### src/common/dcmc_pkg.sv
// Constants and types for the DMA channel mode control block
package dcmc_pkg;
  localparam int NUM_CH = 8;
  localparam int CH_PER_GRP = 4;
  localparam int ADDR_W = 16;
  localparam int MODE_BITS_W = 6;
  // I/O port of each channel group
  localparam logic [15:0] PORT_GRP0 = 16'h000B;
  localparam logic [15:0] PORT_GRP1 = 16'h00D6;
  // Write data layout
  localparam int SEL_LSB = 0;
  localparam int SEL_W = 2;
  localparam int STORE_LSB = 2;
  // Stored field positions within the six kept bits
  localparam int MODE_POS = 4;
  localparam int DIR_POS = 3;
  localparam int AUTO_POS = 2;
  localparam int TYPE_POS = 0;
  // Values after reset or master clear
  localparam logic [5:0] MODE_RST = 6'h00;
  localparam logic [5:0] MODE_RST_CASCADE = 6'h30;
  localparam int CASCADE_CH = 4;
  // Decoded flags after reset: demand and verify everywhere but the cascade channel
  localparam logic [7:0] DEMAND_RST = 8'hEF;
  localparam logic [7:0] VERIFY_RST = 8'hEF;
  localparam logic [7:0] CASCADE_RST = 8'h10;
  typedef enum logic [1:0] {
    DCMC_DEMAND = 2'h0,
    DCMC_SINGLE = 2'h1,
    DCMC_BLOCK = 2'h2,
    DCMC_CASCADE = 2'h3
  } dcmc_mode_t;
  typedef enum logic [1:0] {
    DCMC_VERIFY = 2'h0,
    DCMC_WRITE = 2'h1,
    DCMC_READ = 2'h2,
    DCMC_ILLEGAL = 2'h3
  } dcmc_type_t;
endpackage

### src/design/dcmc_mode_store.sv
// Six-bit mode storage for one DMA channel
`timescale 1ns/1ps
`default_nettype none
module dcmc_mode_store #(
  parameter logic FORCE_CASCADE = 1'b0
) (
  // Clock and reset
  input wire logic clk_sys,
  input wire logic rst,
  // Control
  input wire logic master_clear,
  input wire logic wr_en,
  input wire logic [dcmc_pkg::MODE_BITS_W-1:0] wr_bits,
  // Stored value
  output logic [dcmc_pkg::MODE_BITS_W-1:0] mode_bits
);
  import dcmc_pkg::*;

  localparam logic [MODE_BITS_W-1:0] RST_VAL = FORCE_CASCADE ? MODE_RST_CASCADE : MODE_RST;

  logic [MODE_BITS_W-1:0] next_mode_bits;

  always_comb begin
    next_mode_bits = mode_bits;
    if (master_clear) begin
      next_mode_bits = RST_VAL;
    end else if (wr_en) begin
      next_mode_bits = wr_bits;
    end
    // Mode field pinned so no write can move it off cascade
    if (FORCE_CASCADE) begin
      next_mode_bits[MODE_POS+:2] = DCMC_CASCADE;
    end
  end

  always_ff @(posedge clk_sys or posedge rst) begin
    if (rst) begin
      mode_bits <= RST_VAL;
    end else begin
      mode_bits <= next_mode_bits;
    end
  end
endmodule
`default_nettype wire

### src/design/dcmc_top.sv
// DMA channel mode control: mode ports, per-channel storage and decode
//
// Summary of operation
// - Mode field: demand, single, block, cascade.
// - Direction bit clear counts up, set down.
// - Reset or master clear selects increment.
// - Autoinit reloads current registers at terminal count.
// - No autoinit: no reload; reset clears it.
// - Type field: verify, write, read; 11 illegal.
// - Reset or master clear selects verify.
// - Write type moves I/O into memory.
// - Read type moves memory out to I/O.
// - Verify generates addresses and terminal count normally.
// - Verify keeps memory and I/O strobes inactive.
// - Cascade mode ignores the transfer type.
// - Low two bits pick the channel written.
// - Select 00..11 maps first..fourth group channel.
// - Only upper six bits stored; select dropped.
// - Channel four stays in cascade always.
// - Other channels default demand, increment, verify, off.
// - Group ports at 0Bh and 0D6h.
`timescale 1ns/1ps
`default_nettype none
module dcmc_top (
  // Clock and reset
  input wire logic clk_sys,
  input wire logic rst,
  // I/O write port from the host bus, same clock
  input wire logic [dcmc_pkg::ADDR_W-1:0] io_addr,
  input wire logic [7:0] io_wdata,
  input wire logic io_wr,
  input wire logic master_clear,
  // Terminal count from the address and count logic
  input wire logic [dcmc_pkg::NUM_CH-1:0] tc_in,
  // Decoded transfer mode per channel
  output logic [dcmc_pkg::NUM_CH-1:0] mode_demand,
  output logic [dcmc_pkg::NUM_CH-1:0] mode_single,
  output logic [dcmc_pkg::NUM_CH-1:0] mode_block,
  output logic [dcmc_pkg::NUM_CH-1:0] mode_cascade,
  // Address direction and autoinitialize
  output logic [dcmc_pkg::NUM_CH-1:0] addr_decrement,
  output logic [dcmc_pkg::NUM_CH-1:0] autoinit_en,
  output logic [dcmc_pkg::NUM_CH-1:0] autoinit_reload,
  // Transfer type and bus strobe control
  output logic [dcmc_pkg::NUM_CH-1:0] xfer_verify,
  output logic [dcmc_pkg::NUM_CH-1:0] xfer_io_to_mem,
  output logic [dcmc_pkg::NUM_CH-1:0] xfer_mem_to_io,
  output logic [dcmc_pkg::NUM_CH-1:0] cmd_strobe_en,
  output logic [dcmc_pkg::NUM_CH-1:0] tc_out
);
  import dcmc_pkg::*;

  logic grp0_hit;
  logic grp1_hit;
  logic [SEL_W-1:0] sel;
  logic [NUM_CH-1:0] wr_sel;
  logic [MODE_BITS_W-1:0] wr_bits;
  // Per-channel store: [5:4] mode, [3] decrement, [2] autoinit, [1:0] type.
  // Write-only; software must keep its own copy to know the settings.
  logic [MODE_BITS_W-1:0] mode_bits [NUM_CH];

  logic [NUM_CH-1:0] next_mode_demand;
  logic [NUM_CH-1:0] next_mode_single;
  logic [NUM_CH-1:0] next_mode_block;
  logic [NUM_CH-1:0] next_mode_cascade;
  logic [NUM_CH-1:0] next_addr_decrement;
  logic [NUM_CH-1:0] next_autoinit_en;
  logic [NUM_CH-1:0] next_autoinit_reload;
  logic [NUM_CH-1:0] next_xfer_verify;
  logic [NUM_CH-1:0] next_xfer_io_to_mem;
  logic [NUM_CH-1:0] next_xfer_mem_to_io;
  logic [NUM_CH-1:0] next_cmd_strobe_en;
  logic [NUM_CH-1:0] next_tc_out;

  // Write is taken at the edge with io_wr high and lands in the store
  // there; the flags below follow one edge later. Exact 16-bit match,
  // so no other port aliases onto the mode ports.
  always_comb begin
    grp0_hit = 1'b0;
    grp1_hit = 1'b0;
    if (io_wr && io_addr == PORT_GRP0) begin
      grp0_hit = 1'b1;
    end else if (io_wr && io_addr == PORT_GRP1) begin
      grp1_hit = 1'b1;
    end
  end

  // Channel select within the group; a master clear in the store wins
  always_comb begin
    sel = io_wdata[SEL_LSB+:SEL_W];
    wr_bits = io_wdata[7:STORE_LSB];
    wr_sel = '0;
    for (int g = 0; g < CH_PER_GRP; g++) begin
      wr_sel[g] = grp0_hit && (sel == g[SEL_W-1:0]);
      wr_sel[g+CH_PER_GRP] = grp1_hit && (sel == g[SEL_W-1:0]);
    end
  end

  for (genvar c = 0; c < NUM_CH; c++) begin : g_ch
    dcmc_mode_store #(
      .FORCE_CASCADE(c == CASCADE_CH)
    ) u_store (
      .clk_sys(clk_sys),
      .rst(rst),
      .master_clear(master_clear),
      .wr_en(wr_sel[c]),
      .wr_bits(wr_bits),
      .mode_bits(mode_bits[c])
    );
  end

  // Transfer mode flags, exactly one set per channel
  always_comb begin
    logic [1:0] m;
    m = 2'h0;
    next_mode_demand = '0;
    next_mode_single = '0;
    next_mode_block = '0;
    next_mode_cascade = '0;
    for (int c = 0; c < NUM_CH; c++) begin
      m = mode_bits[c][MODE_POS+:2];
      next_mode_demand[c] = (m == DCMC_DEMAND);
      next_mode_single[c] = (m == DCMC_SINGLE);
      next_mode_block[c] = (m == DCMC_BLOCK);
      next_mode_cascade[c] = (m == DCMC_CASCADE);
    end
  end

  // Reset values match the decode of the stored reset values
  always_ff @(posedge clk_sys or posedge rst) begin
    if (rst) begin
      mode_demand <= DEMAND_RST;
      mode_single <= 8'h00;
      mode_block <= 8'h00;
      mode_cascade <= CASCADE_RST;
    end else begin
      mode_demand <= next_mode_demand;
      mode_single <= next_mode_single;
      mode_block <= next_mode_block;
      mode_cascade <= next_mode_cascade;
    end
  end

  // Stored direction and autoinitialize settings
  always_comb begin
    next_addr_decrement = '0;
    next_autoinit_en = '0;
    for (int c = 0; c < NUM_CH; c++) begin
      next_addr_decrement[c] = mode_bits[c][DIR_POS];
      next_autoinit_en[c] = mode_bits[c][AUTO_POS];
    end
  end

  always_ff @(posedge clk_sys or posedge rst) begin
    if (rst) begin
      addr_decrement <= 8'h00;
      autoinit_en <= 8'h00;
    end else begin
      addr_decrement <= next_addr_decrement;
      autoinit_en <= next_autoinit_en;
    end
  end

  // Terminal count path; tc_in comes from count logic on this clock
  always_comb begin
    next_autoinit_reload = '0;
    next_tc_out = '0;
    for (int c = 0; c < NUM_CH; c++) begin
      // Reload only with autoinit set; otherwise current registers hold
      next_autoinit_reload[c] = tc_in[c] && mode_bits[c][AUTO_POS];
      // Terminal count passes through for every type, verify included
      next_tc_out[c] = tc_in[c];
    end
  end

  // Same delay on both keeps reload aligned with the terminal count copy
  always_ff @(posedge clk_sys or posedge rst) begin
    if (rst) begin
      autoinit_reload <= 8'h00;
      tc_out <= 8'h00;
    end else begin
      autoinit_reload <= next_autoinit_reload;
      tc_out <= next_tc_out;
    end
  end

  // Transfer type and strobe enables; an illegal type moves no data
  always_comb begin
    logic [1:0] t;
    logic casc;
    t = 2'h0;
    casc = 1'b0;
    next_xfer_verify = '0;
    next_xfer_io_to_mem = '0;
    next_xfer_mem_to_io = '0;
    next_cmd_strobe_en = '0;
    for (int c = 0; c < NUM_CH; c++) begin
      t = mode_bits[c][TYPE_POS+:2];
      casc = (mode_bits[c][MODE_POS+:2] == DCMC_CASCADE);
      next_xfer_verify[c] = !casc && (t == DCMC_VERIFY);
      next_xfer_io_to_mem[c] = !casc && (t == DCMC_WRITE);
      next_xfer_mem_to_io[c] = !casc && (t == DCMC_READ);
      // Verify still runs addresses but must leave the bus commands idle
      next_cmd_strobe_en[c] = !casc && (t == DCMC_WRITE || t == DCMC_READ);
    end
  end

  // The cascade channel has no transfer type, so its verify flag is clear
  always_ff @(posedge clk_sys or posedge rst) begin
    if (rst) begin
      xfer_verify <= VERIFY_RST;
      xfer_io_to_mem <= 8'h00;
      xfer_mem_to_io <= 8'h00;
      cmd_strobe_en <= 8'h00;
    end else begin
      xfer_verify <= next_xfer_verify;
      xfer_io_to_mem <= next_xfer_io_to_mem;
      xfer_mem_to_io <= next_xfer_mem_to_io;
      cmd_strobe_en <= next_cmd_strobe_en;
    end
  end
endmodule
`default_nettype wire

### config.mk
export PLATFORM = sky130hd
export DESIGN_NAME = dcmc_top
export DESIGN_NICKNAME = d
export VERILOG_FILES = /design/src/common/dcmc_pkg.sv /design/src/design/dcmc_mode_store.sv /design/src/design/dcmc_top.sv
export SDC_FILE = /design/constraint.sdc
export NUM_CORES = 1
export LEC_CHECK = 0
export BUFFER_PORTS_ARGS = -buffer_cell sky130_fd_sc_hd__buf_2
export CAP_MARGIN = 20
export CORE_MARGIN = 10
export CORE_UTILIZATION = 56
export DETAILED_ROUTE_END_ITERATION = 8
export GPL_ROUTABILITY_DRIVEN = 0
export MAX_ROUTING_LAYER = met4
export PLACE_DENSITY = 0.95
export SETUP_SLACK_MARGIN = 0.5
export SLEW_MARGIN = 40
export SYNTH_ARGS = -nofsm -noshare
export SYNTH_HDL_FRONTEND = slang
export SYNTH_SLANG_ARGS = --single-unit
### constraint.sdc
create_clock -name clk_sys -period 7.85 [get_ports clk_sys]
set_input_delay 1.1775 -clock clk_sys [delete_from_list [all_inputs] [get_ports clk_sys]]
set_output_delay 1.1775 -clock clk_sys [all_outputs]
set_load 0.03 [all_outputs]
Yosys cells after proc, flatten, opt, wreduce, memory -nomap -nowiden
Index checks and enable logic that the tools add are counted.
{"block": "totals", "ff_bits": 134, "inputBits": 36, "word_cells": 162}
{"block": "op_classes", "n_eq_ne": 40, "mux": 19, "n_reduce_logical": 83}
{"cell": "$mux 6", "count": 14}
{"cell": "$eq 2x2->1 const B", "count": 23}
{"cell": "$logic_and 1x1->1", "count": 46}
{"cell": "$eq 2x1->1 const B", "count": 15}
{"cell": "$logic_not 2->1", "count": 15}
{"cell": "$eq 16x4->1 const B", "count": 1}
{"cell": "$eq 16x8->1 const B", "count": 1}
{"cell": "$reduce_bool 2->1", "count": 8}
{"cell": "$mux 4", "count": 2}
{"cell": "$logic_not 1->1", "count": 7}
{"cell": "$logic_or 1x1->1", "count": 7}
{"cell": "$mux 1", "count": 3}

Logic depth before layout (Yosys ltp)
Gate-level depths: netlist of run 1.
{"block": "depth", "word_depth": 7, "mapped_depth": 6, "mapped_depth_nobuf": 4}

By module
A second synthesis of run 1 with hierarchy kept.
{"block": "hier_totals", "hier_cells": 393, "hier_area_um2": 5307.6}
{"module": "dcmc_top", "n_inst": 1, "cells_each": 236, "area_per_inst_um2": 3390.8, "seq_area_each_um2": 2421.1}
{"module": "dcmc_mode_store (g_ch[0].u_store ...)", "n_inst": 7, "cells_each": 20, "area_per_inst_um2": 247.7, "seq_area_each_um2": 150.1}
{"module": "dcmc_mode_store (g_ch[4].u_store)", "n_inst": 1, "cells_each": 17, "area_per_inst_um2": 182.7, "seq_area_each_um2": 100.1}

Worst setup path before layout of run 1
OpenSTA, ideal clock, no wires.
{"block": "synth_path", "kind": "input to register", "from": "input io_addr[12] (netlist name)", "to": "register g_ch[3].u_store.mode_bits[0] (netlist name)", "arrival_time_ns": 2.262, "required_ns": 7.771, "slack_ns": 5.509, "path_stages": 6, "cell_sequence": "nor4b_4 > and3_1 > buf_4 > and4_1 > buf_6 > mux2i_1"}
{"block": "synth_between", "elab_chain_cells": 5}
{"item": "start, declared", "line": "dcmc_top.sv:29", "source": "input wire logic [dcmc_pkg::ADDR_W-1:0] io_addr,"}
{"item": "$eq 16x4->1", "line": "dcmc_top.sv:81", "source": "if (io_wr && io_addr == PORT_GRP0) begin"}
{"item": "$logic_and 1x1->1", "line": "dcmc_top.sv:81"}
{"item": "$mux 1", "line": "dcmc_top.sv:81"}
{"item": "$logic_and 1x1->1", "line": "dcmc_top.sv:94", "source": "wr_sel[g] = grp0_hit && (sel == g[SEL_W-1:0]);"}
{"item": "$reduce_bool 2->1 (no line)"}
{"item": "end signal, assigned", "line": "dcmc_mode_store.sv:40", "source": "mode_bits <= next_mode_bits;"}
{"item": "end, declared", "line": "dcmc_mode_store.sv:15", "source": "output logic [dcmc_pkg::MODE_BITS_W-1:0] mode_bits"}
Every way passes these cells.
A chain may end at the register's enable or synchronous reset.

Worst setup path after layout of run 1
{"block": "layout_path", "from": "register mode_demand[6] (netlist name)", "to": "output mode_demand[6] (netlist name)"}
{"item": "start, declared", "line": "dcmc_top.sv:36", "source": "output logic [dcmc_pkg::NUM_CH-1:0] mode_demand,"}
{"item": "start signal, assigned", "line": "dcmc_top.sv:137", "source": "mode_demand <= next_mode_demand;"}
No word-level cell between the ends.

==> impl_metrics.sql, run 1 <==
INSERT INTO impl_metrics (metric_group, metric, value, unit) VALUES
('worst_setup_path', 'crit_slowest_cell', 'sky130_fd_sc_hd__dfstp_2', ''),
('synth', 'avgSynthCellArea', '13.6', 'um^2'),
('floorplan', 'placeableCoreArea', '8810', 'um^2'),
('layout', 'layout.core_utilization', '0.735', ''),
('floorplan', 'fp.dieW', '116', 'um'),
('worst_setup_path', 'ff2ff_setup_slack', '6.84', 'ns'),
('job', 'cap_violations', '0', ''),
('clock_tree', 'cts-root-to-sink-buffers', '2', ''),
('clock_tree', 'cts_inserted_buffers', '17', ''),
('clock_tree', 'clkTransAtPathRegs', '0.06', 'ns'),
('floorplan', 'initial_utilization', '0.581', ''),
('sta', 'timing.fmax', '418', 'MHz'),
('synth', 'netlist-cell-type-count', '31', ''),
('synth', 'top_area_cell_type_share_of_the_netlist_area', '0.577', ''),
('sta', 'final.setup.tns', '0', 'ns'),
('power_and_ir_drop', 'share_clk_of_total_power', '0.535', ''),
('power_and_ir_drop', 'intPower', '0.00126', 'W'),
('worst_setup_path', 'crit_path_max_fanout', '1', ''),
('worst_setup_path', 'timing.critical_path.required', '6.67', 'ns'),
('hold_path', 'holdCritPathClass', 'flip-flop to flip-flop', ''),
('floorplan', 'fp.dieArea', '13400', 'um^2'),
('power_and_ir_drop', 'leakagePower', '3.59', 'nW'),
('layout', 'post_route_cells_drive_above_1_share', '0.345', ''),
('placement', 'detailedPlace.worstSlack', '5.12', 'ns'),
('clock_tree', 'cts_hold_buffers', '0', ''),
('route', 'initialDrtViolationCount', '178', ''),
('global_routing', 'antenna_found_initial', '1', ''),
('route', 'routed_wl', '11000', 'um'),
('synth', 'postSynthRegisterBits', '132', ''),
('route', 'drt-pass1-iter-count', '5', ''),
('floorplan', 'die_height', '116', 'um'),
('layout', 'area_delta_synth_final', '26.4', '%'),
('route', 'ant_nets', '0', ''),
('global_routing', 'first_global_vias', '3545', ''),
('sta', 'setup_viol', '0', ''),
('global_routing', 'grt_max_degree', '88', ''),
('run_status', 'outcome', 'completed', ''),
('placement', 'detailed_place_hpwl', '7690', 'um'),
('layout', 'finish.instance_area', '6470', 'um^2'),
('synth', 'yosys.area.top_type', 'sky130_fd_sc_hd__dfrtp_1', ''),
('floorplan', 'rows', '34', ''),
('power_and_ir_drop', 'power.density', '245', 'nW/um^2'),
('layout', 'fin_nets', '566', ''),
('global_routing', 'grt_pass1_wl', '17800', 'um'),
('power_and_ir_drop', 'power_frac_seq', '0.432', ''),
('clock_tree', 'clock_latency', '0.50', 'ns'),
('worst_setup_path', 'startpoint_type', 'flip-flop', ''),
('clock_tree', 'clkSinkCount', '132', ''),
('clock_tree', 'clock-root-buffer', 'sky130_fd_sc_hd__clkbuf_8', ''),
('clock_tree', 'cts.repair_timing.setup_buffer_count', '0', ''),
('placement', 'portbufs', '123', ''),
('layout', 'num-fill-cells', '587', ''),
('synth', 'synth_area_leaders', 'sky130_fd_sc_hd__dfrtp_1, sky130_fd_sc_hd__mux2i_1, sky130_fd_sc_hd__dfstp_2', ''),
('sta', 'period_utilisation_layout', '0.305', ''),
('sta', 'rsz_0062_raised_after_global_routing', 'false', ''),
('global_routing', 'grt_overflow', '0', ''),
('worst_setup_path', 'worstPathArrival', '1.21', 'ns'),
('sta', 'max_slew.worst_pin.slew', '0.666', 'ns'),
('sta', 'slew_headroom', '0.556', ''),
('placement', 'post_dp_cell_area', '5800', 'um^2'),
('sta', 'hold_violations', '0', ''),
('worst_setup_path', 'max_incr_delay_on_cp', '0.52', 'ns'),
('worst_setup_path', 'crit_chain', 'buf_2', ''),
('clock_tree', 'cts_tree', 'yes', ''),
('power_and_ir_drop', 'ir_drop', '0.000136', 'V'),
('synth', 'netlist_instances', '377', ''),
('power_and_ir_drop', 'power.share.combinational', '0.034', ''),
('synth', 'seq_area_frac_synth', '0.649', ''),
('sta', 'setup_slack', '5.46', 'ns'),
('power_and_ir_drop', 'sw_frac_of_total', '0.202', ''),
('route', 'vias', '3067', '');
==> worst paths after layout <==
path,from,end,cells past startpoint
min in group asynchronous,rst,mode_block[5],2
setup / recovery,mode_demand[6],mode_demand[6],1
max in group asynchronous,rst,xfer_verify[7],4
hold reg to reg,g_ch[1].u_store.mode_bits[3],addr_decrement[1],0
hold / removal,g_ch[1].u_store.mode_bits[3],addr_decrement[1],0
setup reg to reg,g_ch[6].u_store.mode_bits[0],cmd_strobe_en[6],3
==> cell type report <==
type | instances | area [um^2] | share of cell area
Antenna cell | 1 | 2.50 | 0.000387
Clock buffer | 20 | 445 | 0.0688
Clock inverter | 12 | 201 | 0.0311
Inverter | 22 | 85.1 | 0.0131
Multi-Input combinational cell | 211 | 1630 | 0.252
Sequential cell | 132 | 3320 | 0.513
Tap cell | 108 | 135 | 0.0209
Timing Repair Buffer | 125 | 654 | 0.101
==> cells by family after synthesis <==
family | Yosys count | synth area share
buffers and inverters | 40 | 0.0376
flip-flops | 132 | 0.649
AO/OA/AOI/OAI | 4 | 0.00391
adder cells (fa/ha/maj) | 21 | 0.0513
multiplexers | 42 | 0.0821
other | 2 | 0.00147
AND/OR/NAND/NOR | 136 | 0.175
==> synthesized netlist by cell type, drive strengths merged <==
library cell,instances
conb,2
nand3b,1
mux2i,42
dfstp,14
nand3,6
nor4,3
and4,1
dfrtp,118
nor2,7
and4b,1
nand2b,48
and3,3
inv,22
buf,11
nand4b,1
nor2b,15
a21oi,2
nor4b,2
or4,1
and2,36
nand4,2
o21ai,2
nand2,7
ha,21
nor3,2
clkbuf,7
==> stage by stage <==
stage	cells	hold WS, ns	power, W
after floorplan	383	0.348	0.000729
after global placement	597	0.359	0.000746
after detailed placement	597	0.362	0.000748
after CTS	629	0.375	0.00160
after global routing	631	0.388	0.00163
final	631	0.374	0.00158
==> state kept, by name, indices dropped and copies added (netlist names) <==
register and count:
g_ch.u_store.mode_bits 44, autoinit_en 8, xfer_mem_to_io 7, addr_decrement 8, cmd_strobe_en 7, mode_demand 7
mode_single 7, autoinit_reload 8, xfer_verify 7, mode_cascade 7, tc_out 8, xfer_io_to_mem 7
mode_block 7
==> power by group through the flow <==
stage | Combinational [W] | Sequential [W] | Clock [W]
5_1_grt | 0.0000589 | 0.000684 | 0.000892
4_1_cts | 0.0000528 | 0.000684 | 0.000862
3_3_place_gp | 0.0000507 | 0.000695 | 0
6_report | 0.0000537 | 0.000684 | 0.000847
3_5_place_dp | 0.0000528 | 0.000696 | 0
2_1_floorplan | 0.0000294 | 0.000700 | 0
==> routing by layer <==
| metal | up-vias | global-route usage | routed length, um |
|---|---|---|---|
| li1 | 1459 | - | - |
| met1 | 1487 | 0.196 | 4500 |
| met2 | 106 | 0.303 | 5690 |
| met3 | 15 | 0.0491 | 638 |
| met4 | 0 | 0.0651 | 183 |
| met5 | - | - | 0 |
Power figures use the tool's default switching activity.
==> inputs of run 2 (changes only) <==
Settings changed: ABC_AREA set to 1, CORE_UTILIZATION 56 to 52, PLACE_DENSITY 0.95 to 0.9.
Clock period 7.85 ns to 2.3 ns, I/O delays scaled along.
==> impl_metrics.sql, run 2 <==
INSERT INTO impl_metrics (metric_group, metric, value, unit) VALUES
('route', 'routed_wl', '11400', 'um'),
('worst_setup_path', 'crit_path_max_fanout', '1', ''),
('layout', 'final_cell_mix', 'sky130_fd_sc_hd__buf_2, sky130_fd_sc_hd__dfrtp_1, sky130_fd_sc_hd__nand2_1', ''),
('layout', 'num_antenna_cells', '0', ''),
('sta', 'finalWorstPathRequiredPeriod', '1.57', 'ns'),
('layout', 'fin_cells', '793', ''),
('floorplan', 'rows', '36', ''),
('worst_setup_path', 'reg2regPathDepth', '4', ''),
('hold_path', 'holdCritPathClass', 'input port to flip-flop', ''),
('power_and_ir_drop', 'power.density', '807', 'nW/um^2'),
('clock_tree', 'cts.repair_timing.setup_buffer_count', '0', ''),
('sta', 'rsz_0062_raised_after_global_routing', 'false', ''),
('synth', 'seq_area_frac_synth', '0.654', ''),
('clock_tree', 'cts_htree_levels', '4', ''),
('floorplan', 'fp.dieArea', '14100', 'um^2'),
('synth', 'ys_dominant_reg_cell', 'sky130_fd_sc_hd__dfrtp_1', ''),
('power_and_ir_drop', 'p_sw', '0.00110', 'W'),
('clock_tree', 'cts-root-to-sink-buffers', '2', ''),
('synth', 'netlist_area', '5080', 'um^2'),
('worst_setup_path', 'crit_family', 'flip-flops', ''),
('worst_setup_path', 'timing.critical_path.to_type', 'output pin', ''),
('floorplan', 'initial_utilization', '0.527', ''),
('route', 'routed_via_density', '4.75', ''),
('worst_setup_path', 'timing.rr.end', 'cmd_strobe_en[5]', ''),
('synth', 'postSynthRegisterBits', '132', ''),
('placement', 'placed_cells', '752', ''),
('power_and_ir_drop', 'sw_frac_of_total', '0.209', ''),
('synth', 'synth.cells.most_frequent', 'sky130_fd_sc_hd__dfrtp_1, sky130_fd_sc_hd__nand2_1, sky130_fd_sc_hd__inv_1', ''),
('worst_setup_path', 'worstPathArrival', '1.23', 'ns'),
('global_routing', 'grt_overflow', '0', ''),
('synth', 'yosysWarnings', '0', ''),
('floorplan', 'ioPinCount', '132', ''),
('job', 'cap_violations', '0', ''),
('worst_setup_path', 'timing.critical_path.required', '1.96', 'ns'),
('synth', 'synth-edff-count', '0', ''),
('worst_setup_path', 'crit_slowest_cell', 'sky130_fd_sc_hd__dfstp_2', ''),
('clock_tree', 'post_cts_resize_count', '0', ''),
('route', 'vias', '3763', ''),
('floorplan', 'fp.dieW', '119', 'um'),
('sta', 'slew_headroom', '0.400', ''),
('synth', 'netlist-cell-type-count', '18', ''),
('sta', 'hold_violations', '0', ''),
('route', 'ant_nets', '0', ''),
('clock_tree', 'cts_tree', 'yes', ''),
('worst_setup_path', 'path_class', 'flip-flop to output pin', ''),
('route', 'initialDrtViolationCount', '263', ''),
('power_and_ir_drop', 'intPower', '0.00417', 'W'),
('synth', 'avgSynthCellArea', '10.1', 'um^2'),
('sta', 'worst_hold_slack', '0.215', 'ns'),
('sta', 'final.setup.tns', '0', 'ns'),
('sta', 'timing.fmax', '636', 'MHz'),
('synth', 'async_reset_ff_frac', '1.00', ''),
('layout', 'post_route_cells_drive_above_1_share', '0.280', ''),
('hold_path', 'min_to', 'g_ch[5].u_store.mode_bits[3]', ''),
('clock_tree', 'clkTransAtPathRegs', '0.06', 'ns'),
('worst_setup_path', 'ff2ff_setup_slack', '1.30', 'ns'),
('hold_path', 'worstHoldPathCells', '4', ''),
('power_and_ir_drop', 'power_frac_seq', '0.443', ''),
('synth', 'yosys.area.top_type', 'sky130_fd_sc_hd__dfrtp_1', ''),
('clock_tree', 'clock_latency', '0.51', 'ns'),
('global_routing', 'antenna_found_initial', '0', ''),
('clock_tree', 'cts_inserted_buffers', '17', ''),
('power_and_ir_drop', 'power.share.combinational', '0.037', ''),
('run_status', 'outcome', 'completed', ''),
('layout', 'registers.top_by_ff_count', 'g_ch.u_store.mode_bits', ''),
('global_routing', 'first_global_vias', '3908', ''),
('placement', 'detailed_place_hpwl', '8100', 'um'),
('clock_tree', 'cts_hold_buffers', '9', ''),
('worst_setup_path', 'max_incr_delay_on_cp', '0.53', 'ns'),
('clock_tree', 'clock-root-buffer', 'sky130_fd_sc_hd__clkbuf_8', ''),
('synth', 'synth_area_leaders', 'sky130_fd_sc_hd__dfrtp_1, sky130_fd_sc_hd__dfstp_2, sky130_fd_sc_hd__nand3_1', ''),
('sta', 'finalClockSkew', '0.00555', 'ns'),
('sta', 'max_slew.worst_pin.slew', '0.897', 'ns'),
('layout', 'fin_nets', '704', ''),
('power_and_ir_drop', 'leakagePower', '3.76', 'nW'),
('layout', 'number_of_flip_flops_in_the_largest_register', '44', ''),
('worst_setup_path', 'startpoint_type', 'flip-flop', ''),
('layout', 'layout_commonest_cell', 'sky130_fd_sc_hd__buf_2', ''),
('sta', 'period_utilisation_layout', '0.684', ''),
('synth', 'top_area_cell_type_share_of_the_netlist_area', '0.581', ''),
('placement', 'portbufs', '123', ''),
('power_and_ir_drop', 'ir_drop', '0.000561', 'V'),
('power_and_ir_drop', 'share_clk_of_total_power', '0.520', ''),
('route', 'drt-pass1-iter-count', '5', ''),
('synth', 'post-synth-top-count-cell', 'sky130_fd_sc_hd__dfrtp_1', ''),
('floorplan', 'die_height', '119', 'um'),
('route', 'avgRoutedWirePerCell', '14.3', 'um'),
('layout', 'area_delta_synth_final', '28.6', '%'),
('worst_setup_path', 'crit_chain', 'buf_2', ''),
('clock_tree', 'clkSinkCount', '132', ''),
('global_routing', 'groute.usage.overall', '0.171', ''),
('layout', 'layout.core_utilization', '0.677', ''),
('global_routing', 'grt_max_degree', '76', ''),
('hold_path', 'worstHoldStart', 'io_wdata[1]', ''),
('sta', 'drv_slew', '0', ''),
('synth', 'netlist_instances', '501', ''),
('sta', 'setup_viol', '0', ''),
('route', 'residual_drc_count', '0', ''),
('worst_setup_path', 'worst_r2r_startpoint', 'g_ch[5].u_store.mode_bits[0]', ''),
('worst_setup_path', 'timing.critical_path.buf_inv', '1', ''),
('global_routing', 'grt_pass1_wl', '18900', 'um'),
('floorplan', 'placeableCoreArea', '9640', 'um^2');
==> run 2: changes by cell type after synthesis, moves of 15 or more <==
cell,previous run,this run
sky130_fd_sc_hd__mux2i_1,42,0
sky130_fd_sc_hd__inv_1,22,87
sky130_fd_sc_hd__nor2b_1,15,0
sky130_fd_sc_hd__and2_1,36,0
sky130_fd_sc_hd__nor2_1,7,68
sky130_fd_sc_hd__nand2_1,7,89
sky130_fd_sc_hd__nand2b_1,48,0
sky130_fd_sc_hd__nand3_1,2,72
==> run 2: worst max-delay path by stage <==
stage / startpoint / end / slack [ns] / cells past startpoint
after floorplan: rst / addr_decrement[0] / 0.33 / 1
after global placement: io_addr[15] / g_ch[5].u_store.mode_bits[0] / 0.75 / 8
after detailed placement: io_addr[15] / g_ch[6].u_store.mode_bits[1] / 0.64 / 8
after CTS: mode_demand[5] / mode_demand[5] / 0.71 / 1
after global routing: mode_demand[6] / mode_demand[6] / 0.69 / 1
final: mode_demand[5] / mode_demand[5] / 0.73 / 1
==> run 2: area by class of cell <==
cell class,instances,area (um^2)
inverters,93,358
flip-flops and latches,132,3320
well taps,133,166
clock inverters,12,179
clock buffers,20,435
repair buffers,135,741
multi-input cells,268,1330
fillers,785,3110
==> run 2: per-layer routing <==
metal	up-vias	GRT usage	wire, um
li1	1780	-	-
met2	176	0.272	5600
met1	1782	0.202	4650
met4	0	0.0664	257
met3	25	0.0496	865
met5	-	-	0
==> run 2: cell families (layout without fill, tap and decap cells) <==
logic type,count (synthesis),count (layout),share of synthesized area
adder cells (fa/ha/maj),21,21,0.0517
other,2,8,0.00148
flip-flops,132,132,0.654
AND/OR/NAND/NOR,239,239,0.204
buffers and inverters,107,260,0.0889
==> run 2: worst min-delay path: stages <==
cell and delay [ns]:
sky130_fd_sc_hd__buf_2 0.12, sky130_fd_sc_hd__nor2_2 0.09, sky130_fd_sc_hd__nand3_1 0.09, sky130_fd_sc_hd__nand2_1 0.05
==> run 2: metrics by stage <==
| stage | worst slack [ns] | power, W | instance area, um^2 |
|---|---|---|---|
| floorplan | 0.329 | 0.00249 | 5100 |
| global placement | 0.746 | 0.00255 | 5820 |
| detailed placement | 0.644 | 0.00256 | 5820 |
| CTS | 0.710 | 0.00532 | 6530 |
| global route | 0.691 | 0.00544 | 6530 |
| finish | 0.728 | 0.00527 | 6530 |
==> run 2: power by group through the flow <==
stage | Combinational, W | Sequential [W] | Clock (W)
2_1_floorplan | 0.000100 | 0.00239 | 0
3_3_place_gp | 0.000178 | 0.00237 | 0
3_5_place_dp | 0.000186 | 0.00237 | 0
4_1_cts | 0.000198 | 0.00233 | 0.00279
5_1_grt | 0.000217 | 0.00233 | 0.00289
6_report | 0.000196 | 0.00233 | 0.00274
